File: src/verilog/port_defines.svh
// register map, field positions and timing figures for the host port controller
`ifndef PORT_DEFINES_SVH
`define PORT_DEFINES_SVH

// register offsets (byte addresses, one word each)
`define CTRL_OFS         4'h0
`define STATUS_OFS       4'h4
`define FRAME_OFS        4'h8

// control register fields
`define CTRL_START_BIT   0
`define CTRL_FS_BIT      1
`define CTRL_SUSP_BIT    2
`define CTRL_RESUME_BIT  3
`define CTRL_TEST_LSB    4
`define CTRL_TEST_MSB    5

// status register fields
`define STAT_STATE_LSB   0
`define STAT_STATE_MSB   10
`define STAT_HS_BIT      16
`define STAT_PAIRS_LSB   17
`define STAT_PAIRS_MSB   18

// reset values and counter increments
`define WORD_ZERO        32'h0000_0000
`define FRAME_ZERO       11'h000
`define PAIRS_ZERO       2'h0
`define PAIRS_ONE        2'h1
`define FRAME_ONE        11'h001

// timing figures in their own units
`define CLK_PERIOD_NS    5
`define RESP_MAX_US      100
`define CHIRP_MIN_US     40
`define CHIRP_MAX_US     60
`define SOF1_MIN_US      100
`define SOF1_MAX_US      500
`define HS_FRAME_US      125
`define FS_FRAME_MS      1
`define RESUME_SOF_MS    3
`define CHIRP_PAIRS      3

`endif

File: src/verilog/port_pkg.sv
// types used by the host port controller: sequencer states and test modes
package port_pkg;

    // port sequencer states, one-hot
    typedef enum logic [10:0] {
        ST_IDLE      = 11'h001,
        ST_RESET     = 11'h002,
        ST_DEV_CHIRP = 11'h004,
        ST_RESP      = 11'h008,
        ST_CHIRP_K   = 11'h010,
        ST_CHIRP_J   = 11'h020,
        ST_SOF_WAIT  = 11'h040,
        ST_RUN       = 11'h080,
        ST_SUSPEND   = 11'h100,
        ST_RESUME    = 11'h200,
        ST_TEST      = 11'h400
    } port_state_t;

    // electrical test mode selection
    typedef enum logic [1:0] {
        TM_OFF     = 2'h0,
        TM_J       = 2'h1,
        TM_K       = 2'h2,
        TM_SE0_NAK = 2'h3
    } test_mode_t;

endpackage : port_pkg

File: src/verilog/timer_if.sv
// load/expire handshake between the port sequencer and its interval timer
interface timer_if #(parameter int TW = 20);
    logic          load;
    logic [TW-1:0] value;
    logic          expired;

    modport ctl (output load, output value, input expired);
    modport tmr (input load, input value, output expired);
endinterface : timer_if

File: src/verilog/tick_timer.sv
// down-counting interval timer: expires in the value-th cycle after a load
module tick_timer #(
    parameter int TW = 20
) (
    input  wire logic clk_sys_in,
    input  wire logic nrst_in,
    timer_if.tmr      tif
);
    logic [TW-1:0] cnt_q;

    // reload wins over counting; holds at zero when idle
    always_ff @(posedge clk_sys_in or negedge nrst_in) begin
        if (!nrst_in) begin
            cnt_q <= '0;
        end else if (tif.load) begin
            cnt_q <= tif.value;
        end else if (cnt_q != '0) begin
            cnt_q <= cnt_q - TW'(1);
        end
    end

    assign tif.expired = (cnt_q == TW'(1));
endmodule : tick_timer

File: src/verilog/usb_port_ctrl.sv
// downstream host port: chirp handshake, frame markers, suspend/resume, test modes
// How it works
// - host chirps begin within 100 us after the device chirp K ends.
// - every host chirp K or J lasts 40 to 60 us.
// - host sends at least three chirp K/J pairs.
// - first frame marker 100 to 500 us after the last chirp.
// - high-speed frame marker every 125 us while running.
// - suspend stops frame markers entirely.
// - frame markers restart within 3 ms after resume ends.
// - firmware selects Test_J, Test_K or Test_SE0_NAK modes.
// - Test_SE0_NAK runs high speed with both lines released.
// - Test_J drives D+ high, D- low until exited.
// - Test_K drives D- high, D+ low until exited.
// - full-speed operation emits a frame marker every frame.
//
// Implementation choices: the plain strobed port and the placing of the registers.
`include "port_defines.svh"

module usb_port_ctrl
    import port_pkg::*;
#(
    parameter int TW             = 20,
    parameter int RESP_MAX_CYC   = (`RESP_MAX_US * 1000) / `CLK_PERIOD_NS,
    parameter int CHIRP_MIN_CYC  = (`CHIRP_MIN_US * 1000 + `CLK_PERIOD_NS - 1) / `CLK_PERIOD_NS,
    parameter int CHIRP_MAX_CYC  = (`CHIRP_MAX_US * 1000) / `CLK_PERIOD_NS,
    parameter int SOF1_MIN_CYC   = (`SOF1_MIN_US * 1000 + `CLK_PERIOD_NS - 1) / `CLK_PERIOD_NS,
    parameter int SOF1_MAX_CYC   = (`SOF1_MAX_US * 1000) / `CLK_PERIOD_NS,
    parameter int HS_FRAME_CYC   = (`HS_FRAME_US * 1000) / `CLK_PERIOD_NS,
    parameter int FS_FRAME_CYC   = (`FS_FRAME_MS * 1000000) / `CLK_PERIOD_NS,
    parameter int RESUME_MAX_CYC = (`RESUME_SOF_MS * 1000000) / `CLK_PERIOD_NS
) (
    input  wire logic        clk_sys_in,
    input  wire logic        nrst_in,
    input  wire logic [3:0]  addr_in,
    input  wire logic [31:0] wdata_in,
    input  wire logic        wr_in,
    input  wire logic        rd_in,
    output logic      [31:0] rdata_out,
    input  wire logic        dp_in,
    input  wire logic        dm_in,
    output logic             dp_out,
    output logic             dm_out,
    output logic             dp_oe_n_out,
    output logic             dm_oe_n_out,
    output logic             hs_mode_out,
    output logic             sof_out,
    input  wire logic        in_token_in,
    output logic             nak_out
);
    // working intervals sit inside the allowed windows
    localparam int RESP_CYC  = RESP_MAX_CYC / 2;
    localparam int CHIRP_CYC = (CHIRP_MIN_CYC + CHIRP_MAX_CYC) / 2;
    localparam int SOF1_CYC  = (SOF1_MIN_CYC + SOF1_MAX_CYC) / 2;

    port_state_t state_q, state_d;
    test_mode_t  test_q;
    logic        fs_q, susp_q, resume_q, start_q, hs_q;
    logic [1:0]  pairs_q;
    logic [10:0] frame_q;
    logic        sof_d;
    logic        dev_k;

    timer_if #(.TW(TW)) tif ();

    tick_timer #(.TW(TW)) u_timer (
        .clk_sys_in (clk_sys_in),
        .nrst_in    (nrst_in),
        .tif        (tif)
    );

    // device chirp K: D- high, D+ low while the host leaves the lines alone
    assign dev_k = dm_in & ~dp_in;

    // control register writes; start is a one-cycle pulse
    always_ff @(posedge clk_sys_in or negedge nrst_in) begin
        if (!nrst_in) begin
            start_q  <= 1'b0;
            fs_q     <= 1'b0;
            susp_q   <= 1'b0;
            resume_q <= 1'b0;
            test_q   <= TM_OFF;
        end else if (wr_in && addr_in == `CTRL_OFS) begin
            start_q  <= wdata_in[`CTRL_START_BIT];
            fs_q     <= wdata_in[`CTRL_FS_BIT];
            susp_q   <= wdata_in[`CTRL_SUSP_BIT];
            resume_q <= wdata_in[`CTRL_RESUME_BIT];
            test_q   <= test_mode_t'(wdata_in[`CTRL_TEST_MSB:`CTRL_TEST_LSB]);
        end else begin
            start_q  <= 1'b0;
        end
    end

    // sequencer next state; a test mode overrides everything
    always_comb begin
        state_d = state_q;
        unique case (state_q)
            ST_IDLE: begin
                if (start_q) begin
                    state_d = fs_q ? ST_SOF_WAIT : ST_RESET;
                end
            end
            ST_RESET: begin
                if (dev_k) begin
                    state_d = ST_DEV_CHIRP;
                end
            end
            ST_DEV_CHIRP: begin
                if (!dev_k) begin
                    state_d = ST_RESP;
                end
            end
            ST_RESP: begin
                if (tif.expired) begin
                    state_d = ST_CHIRP_K;
                end
            end
            ST_CHIRP_K: begin
                if (tif.expired) begin
                    state_d = ST_CHIRP_J;
                end
            end
            ST_CHIRP_J: begin
                if (tif.expired) begin
                    // keep alternating until enough pairs went out
                    state_d = (pairs_q == 2'(`CHIRP_PAIRS - 1)) ? ST_SOF_WAIT
                                                                : ST_CHIRP_K;
                end
            end
            ST_SOF_WAIT: begin
                if (tif.expired) begin
                    state_d = ST_RUN;
                end
            end
            ST_RUN: begin
                if (susp_q) begin
                    state_d = ST_SUSPEND;
                end
            end
            ST_SUSPEND: begin
                // firmware drops suspend before raising resume
                if (!susp_q && resume_q) begin
                    state_d = ST_RESUME;
                end
            end
            ST_RESUME: begin
                if (!resume_q) begin
                    state_d = ST_RUN;
                end
            end
            ST_TEST: begin
                if (test_q == TM_OFF) begin
                    state_d = ST_IDLE;
                end
            end
            default: begin
                state_d = ST_IDLE;
            end
        endcase
        if (test_q != TM_OFF) begin
            state_d = ST_TEST;
        end
    end

    // frame marker: first one closes the wait, then one per period
    assign sof_d = tif.expired && test_q == TM_OFF
                   && (state_q == ST_SOF_WAIT || (state_q == ST_RUN && !susp_q));

    // timer reload on every state change and on every frame boundary
    always_comb begin
        tif.load  = (state_d != state_q) || sof_d;
        tif.value = TW'(1);
        unique case (state_d)
            ST_RESP:     tif.value = TW'(RESP_CYC);
            ST_CHIRP_K:  tif.value = TW'(CHIRP_CYC);
            ST_CHIRP_J:  tif.value = TW'(CHIRP_CYC);
            ST_SOF_WAIT: tif.value = TW'(SOF1_CYC);
            ST_RUN:      tif.value = hs_q ? TW'(HS_FRAME_CYC) : TW'(FS_FRAME_CYC);
            default:     tif.value = TW'(1);
        endcase
    end

    // state register
    always_ff @(posedge clk_sys_in or negedge nrst_in) begin
        if (!nrst_in) begin
            state_q <= ST_IDLE;
        end else begin
            state_q <= state_d;
        end
    end

    // speed latched at port start; chirp pair counter
    always_ff @(posedge clk_sys_in or negedge nrst_in) begin
        if (!nrst_in) begin
            hs_q    <= 1'b0;
            pairs_q <= `PAIRS_ZERO;
        end else begin
            if (state_q == ST_IDLE && start_q) begin
                hs_q <= ~fs_q;
            end
            if (state_d == ST_RESP) begin
                pairs_q <= `PAIRS_ZERO;
            end else if (state_q == ST_CHIRP_J && tif.expired) begin
                pairs_q <= pairs_q + `PAIRS_ONE;
            end
        end
    end

    // frame marker request and frame number
    always_ff @(posedge clk_sys_in or negedge nrst_in) begin
        if (!nrst_in) begin
            sof_out <= 1'b0;
            frame_q <= `FRAME_ZERO;
        end else begin
            sof_out <= sof_d;
            if (sof_d) begin
                frame_q <= frame_q + `FRAME_ONE;
            end
        end
    end

    // line drivers; oe_n low means the port drives that line
    always_ff @(posedge clk_sys_in or negedge nrst_in) begin
        if (!nrst_in) begin
            dp_out      <= 1'b0;
            dm_out      <= 1'b0;
            dp_oe_n_out <= 1'b1;
            dm_oe_n_out <= 1'b1;
            hs_mode_out <= 1'b0;
        end else begin
            dp_out      <= 1'b0;
            dm_out      <= 1'b0;
            dp_oe_n_out <= 1'b1;
            dm_oe_n_out <= 1'b1;
            hs_mode_out <= hs_q && (state_q == ST_SOF_WAIT || state_q == ST_RUN);
            if (state_q == ST_CHIRP_K || state_q == ST_RESUME) begin
                dm_out      <= 1'b1;
                dp_oe_n_out <= 1'b0;
                dm_oe_n_out <= 1'b0;
            end else if (state_q == ST_CHIRP_J) begin
                dp_out      <= 1'b1;
                dp_oe_n_out <= 1'b0;
                dm_oe_n_out <= 1'b0;
            end else if (state_q == ST_TEST) begin
                hs_mode_out <= 1'b1;
                if (test_q == TM_J) begin
                    dp_out      <= 1'b1;
                    dp_oe_n_out <= 1'b0;
                    dm_oe_n_out <= 1'b0;
                end else if (test_q == TM_K) begin
                    dm_out      <= 1'b1;
                    dp_oe_n_out <= 1'b0;
                    dm_oe_n_out <= 1'b0;
                end
            end
        end
    end

    // token answer is only a request; the packet engine forms the NAK
    always_ff @(posedge clk_sys_in or negedge nrst_in) begin
        if (!nrst_in) begin
            nak_out <= 1'b0;
        end else begin
            nak_out <= in_token_in && state_q == ST_TEST && test_q == TM_SE0_NAK;
        end
    end

    // register reads: data valid for one cycle, zero otherwise or when unmapped
    always_ff @(posedge clk_sys_in or negedge nrst_in) begin
        if (!nrst_in) begin
            rdata_out <= `WORD_ZERO;
        end else begin
            rdata_out <= `WORD_ZERO;
            if (rd_in) begin
                unique case (addr_in)
                    `CTRL_OFS: begin
                        rdata_out[`CTRL_FS_BIT]     <= fs_q;
                        rdata_out[`CTRL_SUSP_BIT]   <= susp_q;
                        rdata_out[`CTRL_RESUME_BIT] <= resume_q;
                        rdata_out[`CTRL_TEST_MSB:`CTRL_TEST_LSB] <= test_q;
                    end
                    `STATUS_OFS: begin
                        rdata_out[`STAT_STATE_MSB:`STAT_STATE_LSB] <= state_q;
                        rdata_out[`STAT_HS_BIT] <= hs_q;
                        rdata_out[`STAT_PAIRS_MSB:`STAT_PAIRS_LSB] <= pairs_q;
                    end
                    `FRAME_OFS: begin
                        rdata_out[10:0] <= frame_q;
                    end
                    default: begin
                        rdata_out <= `WORD_ZERO;
                    end
                endcase
            end
        end
    end

    // helper counters for the checks below: dwell in state, gap between markers
    int  dwell_q;
    int  gap_q;
    int  res_q;
    logic gap_ok_q;

    always_ff @(posedge clk_sys_in or negedge nrst_in) begin
        if (!nrst_in) begin
            dwell_q  <= 0;
            gap_q    <= 0;
            gap_ok_q <= 1'b0;
            res_q    <= 0;
        end else begin
            dwell_q  <= (state_d != state_q) ? 0 : dwell_q + 1;
            gap_q    <= sof_d ? 0 : gap_q + 1;
            gap_ok_q <= (state_q == ST_RUN && state_d == ST_RUN) ? (gap_ok_q | sof_d) : 1'b0;
            if (state_q == ST_RESUME && state_d == ST_RUN) begin
                res_q <= 1;
            end else if (sof_d || state_d != ST_RUN) begin
                res_q <= 0;
            end else if (res_q != 0) begin
                res_q <= res_q + 1;
            end
        end
    end
endmodule : usb_port_ctrl

File: config.mk
export PLATFORM = sky130hd
export DESIGN_NAME = usb_port_ctrl
export DESIGN_NICKNAME = d
export VERILOG_FILES = /design/src/verilog/port_pkg.sv /design/src/verilog/timer_if.sv /design/src/verilog/tick_timer.sv /design/src/verilog/usb_port_ctrl.sv
export VERILOG_INCLUDE_DIRS = /design/src /design/src/verilog
export SDC_FILE = /design/constraint.sdc
export NUM_CORES = 1
export LEC_CHECK = 0
export ABC_AREA = 0
export BUFFER_PORTS_ARGS = -buffer_cell sky130_fd_sc_hd__buf_2
export CORE_ASPECT_RATIO = 0.5
export CORE_MARGIN = 4
export CORE_UTILIZATION = 61
export CTS_CLUSTER_DIAMETER = 40
export CTS_CLUSTER_SIZE = 14
export DETAILED_ROUTE_END_ITERATION = 10
export PLACE_DENSITY_LB_ADDON = 0.1
export SLEW_MARGIN = 10
export SYNTH_ARGS = -nofsm -noshare
export SYNTH_HDL_FRONTEND = slang
export SYNTH_HIERARCHICAL = 1
export SYNTH_SLANG_ARGS = --single-unit
File: constraint.sdc
create_clock -name clk_sys_in -period 6.8 [get_ports clk_sys_in]
set_input_delay 0.68 -clock clk_sys_in [delete_from_list [all_inputs] [get_ports clk_sys_in]]
set_output_delay 0.68 -clock clk_sys_in [all_outputs]
set_load 0.005 [all_outputs]
==> impl_results.md, run 1 <==
* Reg-to-Reg Start: u_timer/cnt_q[8]$_DFFE_PN0P_
* Max-cap violation count at 0
* Sequential share of power at 36.2%
* Total number of vias at between 3000 and 4000
* Post-CTS sizing at 0
* Slew @ Worst Pin at between 900 and 1000 ps
* Commonest register cell after synthesis: dfrtp_1
* TNS Setup at 0 ps
* Crit path launch type: register
* GR Overflow Total at 0
* H-Tree Depth at 3
* Number of antenna violations at the first check in global routing at 0
* Hold Buf Count CTS at 0
* EDFF count, synth at 0
* Final hold vios at 0
* Clock power frac at ~30%
* DR vias/cell at 6.16
* Clk buf depth at 2
* Share of the synthesized area in the top cell type at between 30% and 40%
* P&R area growth vs syn at 9.06%
* Netlist cell types at between 70 and 80
* Cell area after layout at 0.00516 mm²
* Yosys top cell by area: dfrtp_1
* Global-route wire length before repair at 18700 µm
* Maximum number of pins on one net before global-route repair at 72
* Min-Delay Path Class: reg -> reg
* Final period util at between 60 and 70%
* Share of cells above drive strength 1 at 16.1%
* Commonest cells post-synth: 69 x dfrtp_1, 61 x nor2_1, 34 x nand2_1, 21 x o21ai_0, 20 x buf_4
* Seq/Total Area, Yosys at a little under two fifths
* Internal at roughly 1.0 mW
* Tmin final at around 4400 ps
* Placed inst area at between 0.004 and 0.005 mm²
* Worst IR Drop VDD at approximately 130 µV
* CTS tree: yes
* Diodes inserted at 0
* RSZ-0062 raised after global routing: no
* DRC at 0
* Status: finished, final reports clean
* Detailed placement HPWL at 7810 µm
* CP required at 7000 ps
* Setup crit start: u_timer/cnt_q[8]$_DFFE_PN0P_
* Fin. max-slew vios at 0
* Gpl congestion at around 0.93
* Clk_skew at slightly below 6 ps
* Seq cells post-synth at 71
* Yosys warns at 6
* IO Port Bufs at 37
* Crit path arrival time at approximately 4700 ps
* Cts bufs inserted at 9
* Drt pass-1 iters at 5
* Synth area leaders: dfrtp_1 36%, nor2_1 4.8%, buf_4 3.2%
* ANT nets after route at 0
* DRT iter0 DRCs at ~380
* Mean Syn Cell Area at ~9 µm²
* Comb power frac at 34.1%
* Worst Setup End Kind: register
* Row cnt at 22
* Cells after Synth at 526
* Max_slew headroom at between 30% and 40%
* Sw Pwr at roughly 0.59 mW
* F_max at between 200 and 250 MHz
* LEAKAGE at approximately 2.3 nW
* Clock transition at path regs at ~60 ps
* Critical path peak fanout at 11
* Hold WS at 494 ps
* Ys async rst share at between 90% and 100%
* Die width at between 100 and 150 µm
* Clk Latency, worst-skew pair at 330 ps
* Hold Startpoint: frame_q[10]$_DFFE_PN0P_
* Clk root buf: clkbuf_16
* Switching Fraction at between 30% and 40%
* I/O pin total at 82
* Number of global-route vias before repair at approximately 3700
* WL final at 11200 µm
* Post-CTS setup buffers at 0
* Most frequent cell after synthesis: dfrtp_1
* Final setup fails at 0
* Core area at roughly 0.0074 mm²
* PwrDens at slightly above 300 mW/mm²
* Avg WL per Cell at about 17 µm
* Die area at slightly above 0.009 mm²
* Initial Utilization at 63.7%
* GRT Overall Usage at roughly 25%
* Mapped Area at between 0.004 and 0.005 mm²
* Post-layout net count at 600
* Die span in y at ~70 µm
* Setup CP Type: reg -> reg
* Clk sink count at between 70 and 80
* Final Util at between 60% and 70%
[final cells by class]
class,count,area (µm²)
clock buffers,13,260
clock inverters,3,42.5
well taps,96,120
multi-input cells,408,2680
repair buffers,41,215
inverters,17,63.8
fillers,631,2270
flip-flops and latches,71,1780
[state kept, by name, summed over array words and instances, names as in the netlist]
name / flops
susp_q: 1
start_q: 1
u_timer/cnt_q: 20
test_q: 2
hs_q: 1
dp_out: 1
fs_q: 1
pairs_q: 2
rdata_out: 14
sof_out: 1
frame_q: 11
dm_oe_n_out: 1
hs_mode_out: 1
state_q: 11
dm_out: 1
nak_out: 1
resume_q: 1
[metrics by stage]
stage | instances | total power [mW] | setup slack (ps)
after global routing | 649 | 1.69 | 1940
after CTS | 649 | 1.60 | 2410
after global placement | 633 | 1.11 | 2540
after detailed placement | 633 | 1.12 | 2440
after floorplan | 548 | 0.998 | 3310
final | 649 | 1.59 | 2350
[routing by layer]
| layer | part of all wire, % | wire length [µm] | track usage [%] |
|---|---|---|---|
| met1 | 48 | 5370 | 35.8 |
| met2 | 45 | 5040 | 39.4 |
| met3 | 5.7 | 632 | 5.11 |
| met4 | 1.2 | 129 | 4.49 |
| met5 | 0 | 0 | 0 |
[path summary, 6_finish.rpt]
kind	endpoint	slack [ps]	cells past startpoint
min in group asynchronous	u_timer/cnt_q[18]$_DFFE_PN0P_	540	2
max in group asynchronous	hs_mode_out$_DFF_PN0_	5650	2
worst max register to register	u_timer/cnt_q[11]$_DFFE_PN0P_	2350	14
worst min register to register	frame_q[10]$_DFFE_PN0P_	490	1
worst min-delay path	frame_q[10]$_DFFE_PN0P_	490	1
worst max-delay path	u_timer/cnt_q[11]$_DFFE_PN0P_	2350	14
[cell usage in the layout, fill, tap and decap left out, types with 8 or more instances in the layout]
cell type / netlist / routed
a21oi_1: 17 / 17
and2_1: 8 / 8
or3_1: 8 / 8
o31ai_1: 10 / 10
nand3_1: 12 / 12
nor2_1: 61 / 61
nand2_1: 34 / 34
buf_2: 11 / 37
nand4_1: 11 / 11
nor2b_1: 10 / 10
nor3_1: 18 / 18
nand2b_1: 8 / 8
ha_1: 9 / 9
and3_1: 8 / 8
clkbuf_16: 0 / 9
a31oi_1: 8 / 8
xor2_1: 14 / 14
xnor2_1: 9 / 9
conb_1: 1 / 23
dfrtp_1: 69 / 69
inv_1: 16 / 16
o21ai_0: 21 / 20
[worst max-delay path: stages (launching register included)]
cell and delay (ps):
dfrtp_1 430, nor4_4 480, nand4_1 500, nor3_1 380, buf_4 230, nand2_1 70
o22ai_1 170, nand4_1 250, nand3b_1 180, a31oi_1 100, o211ai_1 580, clkinv_1 490
and3_1 280, o211ai_1 80, nand3_1 110
[power groups by stage]
| stage | clock network, mW | logic, mW | registers, mW |
|---|---|---|---|
| final | 0.474 | 0.543 | 0.577 |
| after global routing | 0.502 | 0.603 | 0.588 |
| after detailed placement | 0 | 0.537 | 0.582 |
| after global placement | 0 | 0.530 | 0.580 |
| after CTS | 0.482 | 0.540 | 0.575 |
| after floorplan | 0 | 0.447 | 0.551 |
[cell families (layout without fill, tap and decap cells)]
logic type                 Yosys count  in the layout  share of synthesized area [%]
AOI/OAI and AO/OA                  112            112                           17.5
xor gates and xnor gates            23             23                           4.25
adders and majority gates            9              9                           2.38
buffers and inverters               69             74                           7.50
DFF                                 71             71                           37.6
muxes                               11             11                           2.43
other                                1             23                         0.0792
and+or+nand+nor                    230            230                           28.3
Note: power is estimated with default switching activity, not from simulation.
==> run 2: changes to the inputs <==
--- a/config.mk
+++ b/config.mk
@@ -6,11 +6,11 @@
 export SDC_FILE = /design/constraint.sdc
 export NUM_CORES = 1
 export LEC_CHECK = 0
-export ABC_AREA = 0
+export ABC_AREA = 1
 export BUFFER_PORTS_ARGS = -buffer_cell sky130_fd_sc_hd__buf_2
 export CORE_ASPECT_RATIO = 0.5
 export CORE_MARGIN = 4
-export CORE_UTILIZATION = 61
+export CORE_UTILIZATION = 57
 export CTS_CLUSTER_DIAMETER = 40
 export CTS_CLUSTER_SIZE = 14
 export DETAILED_ROUTE_END_ITERATION = 10
==> constraint.sdc (replaced) <==
create_clock -name clk_sys_in -period 4.2 [get_ports clk_sys_in]
set_input_delay 0.42 -clock clk_sys_in [delete_from_list [all_inputs] [get_ports clk_sys_in]]
set_output_delay 0.42 -clock clk_sys_in [all_outputs]
set_load 0.005 [all_outputs]
==> run 2 against run 1 <==
Net effect: combinational power grew 31%; count of clock-buffer cells in the layout decreased by 3; critical path depth rose by 13; synthesized area up 3.1%; worst hold slack worse by 290 ps; sequential share of layout area shrank 1.7 points; non-clock buffer count is 1 higher; total power is 51% higher; synthesized cell count rose by 25%; via count rose by 8.9%; cell count rose by 26%.
==> impl_results.md, run 2 <==
* DRT iter0 DRCs at 334 (was 384)
* Post-layout net count at 752 (was 600)
* Initial Utilization at 59.7% (was 63.7%)
* Post-route setup slack at 708 ps (was 2350 ps)
* Number of global-route vias before repair at 4288 (was 3668)
* Share of the synthesized area in the top cell type at 35.4% (was 36.5%)
* Clk_skew at 7.53 ps (was 5.81 ps)
* Mean Syn Cell Area at 7.45 µm² (was 9.00 µm²)
* Fin. max-slew vios at 0 (unchanged)
* Setup WS pre-CTS at 790 ps (was 2440 ps)
* Fillers at 750 (was 631)
* Final Util at 66.4% (was 69.5%)
* Drt pass-1 iters at 5 (unchanged)
* Seq/Total Area, Yosys at 36.4% (was 37.6%)
* Slew @ Worst Pin at 907 ps (was 902 ps)
* Share of cells above drive strength 1 at 20.3% (was 16.1%)
* Final hold vios at 0 (unchanged)
* RSZ-0062 raised after global routing: no (unchanged)
* Commonest cells post-synth: 122 x nand2_1, 91 x inv_1, 78 x nor2_1, 69 x dfrtp_1, 54 x nand3_1 (was 69 x dfrtp_1, 61 x nor2_1, 34 x nand2_1, 21 x o21ai_0, 20 x buf_4)
* ANT nets after route at 0 (unchanged)
* Number of antenna violations at the first check in global routing at 0 (unchanged)
* Mapped Area at 0.00488 mm² (was 0.00474 mm²)
* Worst Setup End Kind: register (unchanged)
* LEAKAGE at 2.81 nW (was 2.26 nW)
* Gpl congestion at 0.948 (was 0.934)
* Global-route wire length before repair at 20200 µm (was 18700 µm)
* Clock transition at path regs at 60 ps (about the same)
* I/O pin total at 82 (unchanged)
* Max_slew headroom at 39.6% (was 39.9%)
* Worst IR Drop VDD at 266 µV (was 128 µV)
* Die span in y at 73.4 µm (was 70.3 µm)
* Detailed placement HPWL at 8820 µm (was 7810 µm)
* Crit path launch type: register (unchanged)
* CTS tree: yes (unchanged)
* Largest Register: u_timer/cnt_q (unchanged)
* Final setup fails at 0 (unchanged)
* Filler-free cell count of the finished design at 817 (was 649)
* IO Port Bufs at 37 (unchanged)
* Yosys warns at 6 (unchanged)
* PwrDens at 443 mW/mm² (was 309 mW/mm²)
* Status: finished, final reports clean (unchanged)
* Commonest non-fill, non-tap cell in the layout: nand2_1 (was dfrtp_1)
* Commonest register cell after synthesis: dfrtp_1 (unchanged)
* EDFF count, synth at 0 (unchanged)
* Min-Delay Path Class: in -> async (was reg -> reg)
* H-Tree Depth at 3 (unchanged)
* Core area at 0.00817 mm² (was 0.00743 mm²)
* Hold WS at 201 ps (was 494 ps)
* Ys async rst share at 100% (unchanged)
* Placed Cells at 801 (was 633)
* Clk Latency, worst-skew pair at 340 ps (was 330 ps)
* Most frequent cells in the layout: 122 x nand2_1, 91 x inv_1, 78 x nor2_1 (was 69 x dfrtp_1, 61 x nor2_1, 37 x buf_2)
* Clk root buf: clkbuf_16 (unchanged)
* Clk buf depth at 2 (unchanged)
* Top Registers: u_timer/cnt_q: 20 flops, rdata_out: 14 flops (unchanged)
* P&R area growth vs syn at 11.2% (was 9.06%)
* Clk sink count at 71 (unchanged)
* Maximum number of pins on one net before global-route repair at 72 (unchanged)
* Row cnt at 23 (was 22)
* GR Overflow Total at 0 (unchanged)
* Cell area after layout at 0.00543 mm² (was 0.00516 mm²)
* WL final at 11800 µm (was 11200 µm)
* Post-CTS setup buffers at 0 (unchanged)
* TNS Setup at 0 ps (unchanged)
* FF/Latch Area at 0.00178 mm² (unchanged)
* DR vias/cell at 5.33 (was 6.16)
* Diodes inserted at 0 (unchanged)
* Total number of vias at 4353 (was 3999)
* CP required at 4420 ps (was 7000 ps)
* Tot Pwr at 2.41 mW (was 1.59 mW)
* Die width at 139 µm (was 133 µm)
* Max-cap violation count at 0 (unchanged)
* Area of the multi-input gates at 0.00256 mm² (was 0.00268 mm²)
* GRT Overall Usage at 25.0% (was 24.9%)
* Setup CP Type: reg -> reg (unchanged)
* Crit path arrival time at 3710 ps (was 4650 ps)
* Netlist cell types at 47 (was 79)
* Hold Buf Count CTS at 0 (unchanged)
* Synth area leaders: dfrtp_1 35%, nand2_1 9.4%, inv_1 7.0% (was dfrtp_1 36%, nor2_1 4.8%, buf_4 3.2%)
* F_max at 286 MHz (was 225 MHz)
* Cells after Synth at 655 (was 526)
* Most frequent cell after synthesis: nand2_1 (was dfrtp_1)
* Final period util at 83.1% (was 65.4%)
* Seq cells post-synth at 71 (unchanged)
* Die area at 0.0102 mm² (was 0.00932 mm²)
* Cts bufs inserted at 9 (unchanged)
* Tmin final at 3490 ps (was 4450 ps)
* DRC at 0 (unchanged)
* Yosys top cell by area: dfrtp_1 (unchanged)
* Max reg flops at 20 (unchanged)
* Placed inst area at 0.00513 mm² (was 0.00486 mm²)
* Critical path peak fanout at 11 (unchanged)
* Avg WL per Cell at 14.5 µm (was 17.2 µm)
* Post-CTS sizing at 0 (unchanged)
## run 2: cell types whose count changed after synthesis, moves of 11 or more
cell,change
clkbuf_1,-15
inv_1,+75
inv_2,+14
nand2_1,+88
nand3_1,+42
nor2_1,+17
nor2_2,+16
nor3_1,-11
o21ai_0,+13
## run 2: power breakdown
part / internal [mW] / total, mW / switching (mW) / leakage [nW]
Sequential: 0.811 / 0.929 / 0.118 / 0.910
Combinational: 0.257 / 0.714 / 0.457 / 1.76
Clock: 0.463 / 0.763 / 0.300 / 0.139
## run 2: path summary, 6_finish.rpt
| kind | to | cells past startpoint | startpoint | slack (ps) |
|---|---|---|---|---|
| worst min-delay path | u_timer/cnt_q[3]$_DFFE_PN0P_ | 1 | nrst_in | 200 |
| max in group asynchronous | nak_out$_DFF_PN0_ | 1 | nrst_in | 3400 |
| worst min register to register | frame_q[4]$_DFFE_PN0P_ | 1 | frame_q[4]$_DFFE_PN0P_ | 470 |
| worst max register to register | u_timer/cnt_q[0]$_DFFE_PN0P_ | 27 | u_timer/cnt_q[2]$_DFFE_PN0P_ | 710 |
| worst max-delay path | u_timer/cnt_q[0]$_DFFE_PN0P_ | 27 | u_timer/cnt_q[2]$_DFFE_PN0P_ | 710 |
| min in group clk_sys_in | start_q$_DFF_PN0_ | 3 | wdata_in[0] | 280 |
## run 2: kinds of logic (layout without fill, tap and decap cells)
| family | Yosys count | count (layout) | share of synthesized area, % |
|---|---|---|---|
| other | 1 | 23 | 0.0768 |
| adder cells (fa/ha/maj) | 9 | 9 | 2.31 |
| flip-flops | 71 | 71 | 36.4 |
| AND/OR/NAND/NOR | 339 | 339 | 35.3 |
| buffers and inverters | 138 | 166 | 12.8 |
| XOR/XNOR | 16 | 16 | 2.87 |
| multiplexers | 1 | 1 | 0.231 |
| AO/OA/AOI/OAI | 80 | 80 | 10.0 |
## run 2: worst max-delay path, stage by stage (launching register included)
cell     delay [ps]
dfrtp_1         410
nor2_2          200
nand2_1          90
inv_2            80
nand2_1          60
nor2_2          130
inv_1            50
nor2_1          160
buf_4           220
inv_1           150
nand2_1         100
nand3_1          80
nand3_1         120
nand2_1          50
nand2_1          60
nand2_1          50
inv_1            50
nand4_1          80
nor2_1          100
nand3_1         180
nor2_2          190
nand2_1          60
inv_1            60
nand3_2         240
inv_1           210
nand2_1          60
o21ai_0          70
inv_1            60
## run 2: final cells by class
type,count,area share (%)
tap,112,2.58
multi-input combinational,468,47.2
timing repair buffer,42,4.38
clock inverter,6,1.31
inverter,108,7.56
clock buffer,10,4.22
sequential,71,32.8
## run 2: routing by layer
layer / vias up / routed length (µm) / global-route usage, %
met4: 0 / 220 / 8.79
met3: 18 / 956 / 6.57
met1: 2039 / 5280 / 32.2
met2: 152 / 5370 / 41.8
li1: 2144 / - / -
met5: - / 0 / 0
==> run 3: changes to the inputs <==
==> constraint.sdc (replaced) <==
create_clock -name clk_sys_in -period 3.6 [get_ports clk_sys_in]
set_input_delay 0.36 -clock clk_sys_in [delete_from_list [all_inputs] [get_ports clk_sys_in]]
set_output_delay 0.36 -clock clk_sys_in [all_outputs]
set_load 0.005 [all_outputs]
==> run 3 against run 2 <==
Net effect: sequential share of layout area decreased by 0.26 points; largest power group unchanged; critical path type unchanged; sequential power increased by 17%; cell area increased by 0.81%; die area unchanged; count of clock-buffer cells in the layout decreased by 1; non-clock buffer count increased by 2; combinational power increased by 20%; global-route usage decreased by 0.89 points.
==> impl_results.md, run 3 (synthesized netlist as in run 2, its figures left out) <==
* Status: finished, final reports clean (unchanged)
* Post-route setup slack at 406 ps (was 708 ps)
* Drt pass-1 iters at 5 (unchanged)
* Initial Utilization at 59.7% (unchanged)
* CP required at 3830 ps (was 4420 ps)
* Final period util at 88.7% (was 83.1%)
* CP Buf/Inv Count at 5 (was 8)
* Max reg flops at 20 (unchanged)
* Post-CTS setup buffers at 0 (unchanged)
* Maximum number of pins on one net before global-route repair at 72 (unchanged)
* TNS Setup at 0 ps (unchanged)
* ANT nets after route at 0 (unchanged)
* Setup crit start: u_timer/cnt_q[4]$_DFFE_PN0P_ (was u_timer/cnt_q[2]$_DFFE_PN0P_)
* Cts bufs inserted at 9 (unchanged)
* Worst Setup End Kind: register (unchanged)
* Row cnt at 23 (unchanged)
* IO Port Bufs at 37 (unchanged)
* Core area at 0.00817 mm² (unchanged)
* H-Tree Depth at 3 (unchanged)
* Share of cells above drive strength 1 at 21.2% (was 20.3%)
* Cell area after layout at 0.00547 mm² (was 0.00543 mm²)
* Post-layout net count at 754 (was 752)
* Total number of vias at 4309 (was 4353)
* Worst path top cell family by delay: simple AND/OR/NAND/NOR gates (unchanged)
* Critical path peak fanout at 11 (unchanged)
* Tmin final at 3190 ps (was 3490 ps)
* Slew @ Worst Pin at 918 ps (was 907 ps)
* Reg-to-Reg Start: u_timer/cnt_q[4]$_DFFE_PN0P_ (was u_timer/cnt_q[2]$_DFFE_PN0P_)
* DR vias/cell at 5.26 (was 5.33)
* Number of antenna violations at the first check in global routing at 0 (unchanged)
* I/O pin total at 82 (unchanged)
* Final hold vios at 0 (unchanged)
* Die span in y at 73.4 µm (unchanged)
* Post-CTS sizing at 0 (unchanged)
* Hold Buf Count CTS at 0 (unchanged)
* Global-route wire length before repair at 19400 µm (was 20200 µm)
* Clk Latency, worst-skew pair at 340 ps (about the same)
* GRT Overall Usage at 24.1% (was 25.0%)
* DRT iter0 DRCs at 246 (was 334)
* F_max at 313 MHz (was 286 MHz)
* Clk buf depth at 2 (unchanged)
* Worst Setup EP: u_timer/cnt_q[0]$_DFFE_PN0P_ (unchanged)
* Largest Register: u_timer/cnt_q (unchanged)
* LEAKAGE at 2.83 nW (was 2.81 nW)
* Clock transition at path regs at 60 ps (about the same)
* Clk sink count at 71 (unchanged)
* Critical Path Most Common Cell: nand2_1 (unchanged)
* WL final at 11700 µm (was 11800 µm)
* Clk_skew at 8.51 ps (was 7.53 ps)
* Max_slew headroom at 38.8% (was 39.6%)
* Crit path depth at 26 (was 27)
* Commonest non-fill, non-tap cell in the layout: nand2_1 (unchanged)
* Crit path launch type: register (unchanged)
* Highest-delay cell along the critical path: dfrtp_1 (unchanged)
* Diodes inserted at 0 (unchanged)
* Setup WS pre-CTS at 91.8 ps (was 790 ps)
* Placed inst area at 0.00514 mm² (was 0.00513 mm²)
* Clk root buf: clkbuf_16 (unchanged)
* Die area at 0.0102 mm² (unchanged)
* R2R cell count at 26 (was 27)
* Reg2reg end: u_timer/cnt_q[0]$_DFFE_PN0P_ (unchanged)
* RSZ-0062 raised after global routing: no (unchanged)
* Top Registers: u_timer/cnt_q: 20 flops, rdata_out: 14 flops (unchanged)
* Worst IR Drop VDD at 259 µV (was 266 µV)
* Detailed placement HPWL at 8670 µm (was 8820 µm)
* Die width at 139 µm (unchanged)
* Reg2Reg Setup Slack at 410 ps (was 710 ps)
* Avg WL per Cell at 14.3 µm (was 14.5 µm)
* Number of global-route vias before repair at 4034 (was 4288)
* CTS tree: yes (unchanged)
* Max-cap violation count at 0 (unchanged)
* PwrDens at 524 mW/mm² (was 443 mW/mm²)
* Crit path arrival time at 3420 ps (was 3710 ps)
* Most frequent cells in the layout: 122 x nand2_1, 90 x inv_1, 76 x nor2_1 (was 122 x nand2_1, 91 x inv_1, 78 x nor2_1)
* Setup CP Type: reg -> reg (unchanged)
* Gpl congestion at 0.956 (was 0.948)
* Min-Delay Path Class: in -> async (unchanged)
* Delay of the slowest critical-path stage at 410 ps (about the same)
* Final setup fails at 0 (unchanged)
* P&R area growth vs syn at 12.1% (was 11.2%)
* GR Overflow Total at 0 (unchanged)
* DRC at 0 (unchanged)
* Fin. max-slew vios at 0 (unchanged)
-- run 3: cell types whose count changed in the layout (fill, tap and decap cells not counted), sizes merged --
cell      change
buf           +2
clkbuf        -1
clkinvlp      -1
inv           +2
-- run 3: stage by stage --
step	hold WS [ps]	power, mW	cells	utilization, %
2_1_floorplan	64.4	1.73	677	-
3_3_place_gp	454	1.92	803	62.9
3_5_place_dp	457	1.94	803	62.9
4_1_cts	186	2.87	819	66.7
5_1_grt	228	3.07	819	67.0
6_report	142	2.87	819	67.0
-- run 3: routing by layer --
layer | up-vias | global-route usage [%] | wire, µm | share of wire [%]
met5 | - | 0 | 0 | 0
met4 | 0 | 7.59 | 194 | 1.7
met3 | 18 | 5.79 | 868 | 7.4
met2 | 166 | 39.4 | 5250 | 45
met1 | 1967 | 32.3 | 5390 | 46
li1 | 2158 | - | - | -
-- run 3: area by class of cell --
type	count	area (µm²)
Fill cell	733	2700
Multi-Input combinational cell	468	2580
Sequential cell	71	1780
Inverter	108	410
Timing Repair Buffer	44	253
Clock buffer	9	225
Tap cell	112	140
Clock inverter	7	81.3
-- run 3: how the worst min path moves through the flow --
stage | cells after the start | from | end
4_1_cts | 1 | nrst_in | u_timer/cnt_q[6]$_DFFE_PN0P_
6_report | 1 | nrst_in | u_timer/cnt_q[3]$_DFFE_PN0P_
2_1_floorplan | 0 | nrst_in | dm_out$_DFF_PN0_
3_3_place_gp | 1 | frame_q[4]$_DFFE_PN0P_ | frame_q[4]$_DFFE_PN0P_
5_1_grt | 1 | nrst_in | u_timer/cnt_q[2]$_DFFE_PN0P_
3_5_place_dp | 1 | frame_q[4]$_DFFE_PN0P_ | frame_q[4]$_DFFE_PN0P_
-- run 3: power by group --
| group | switching (mW) | internal (mW) | leakage, nW | total, mW |
|---|---|---|---|---|
| registers | 0.140 | 0.946 | 0.910 | 1.09 |
| clock network | 0.377 | 0.545 | 0.147 | 0.921 |
| logic | 0.540 | 0.317 | 1.77 | 0.858 |
| total | 1.06 | 1.81 | 2.83 | 2.87 |
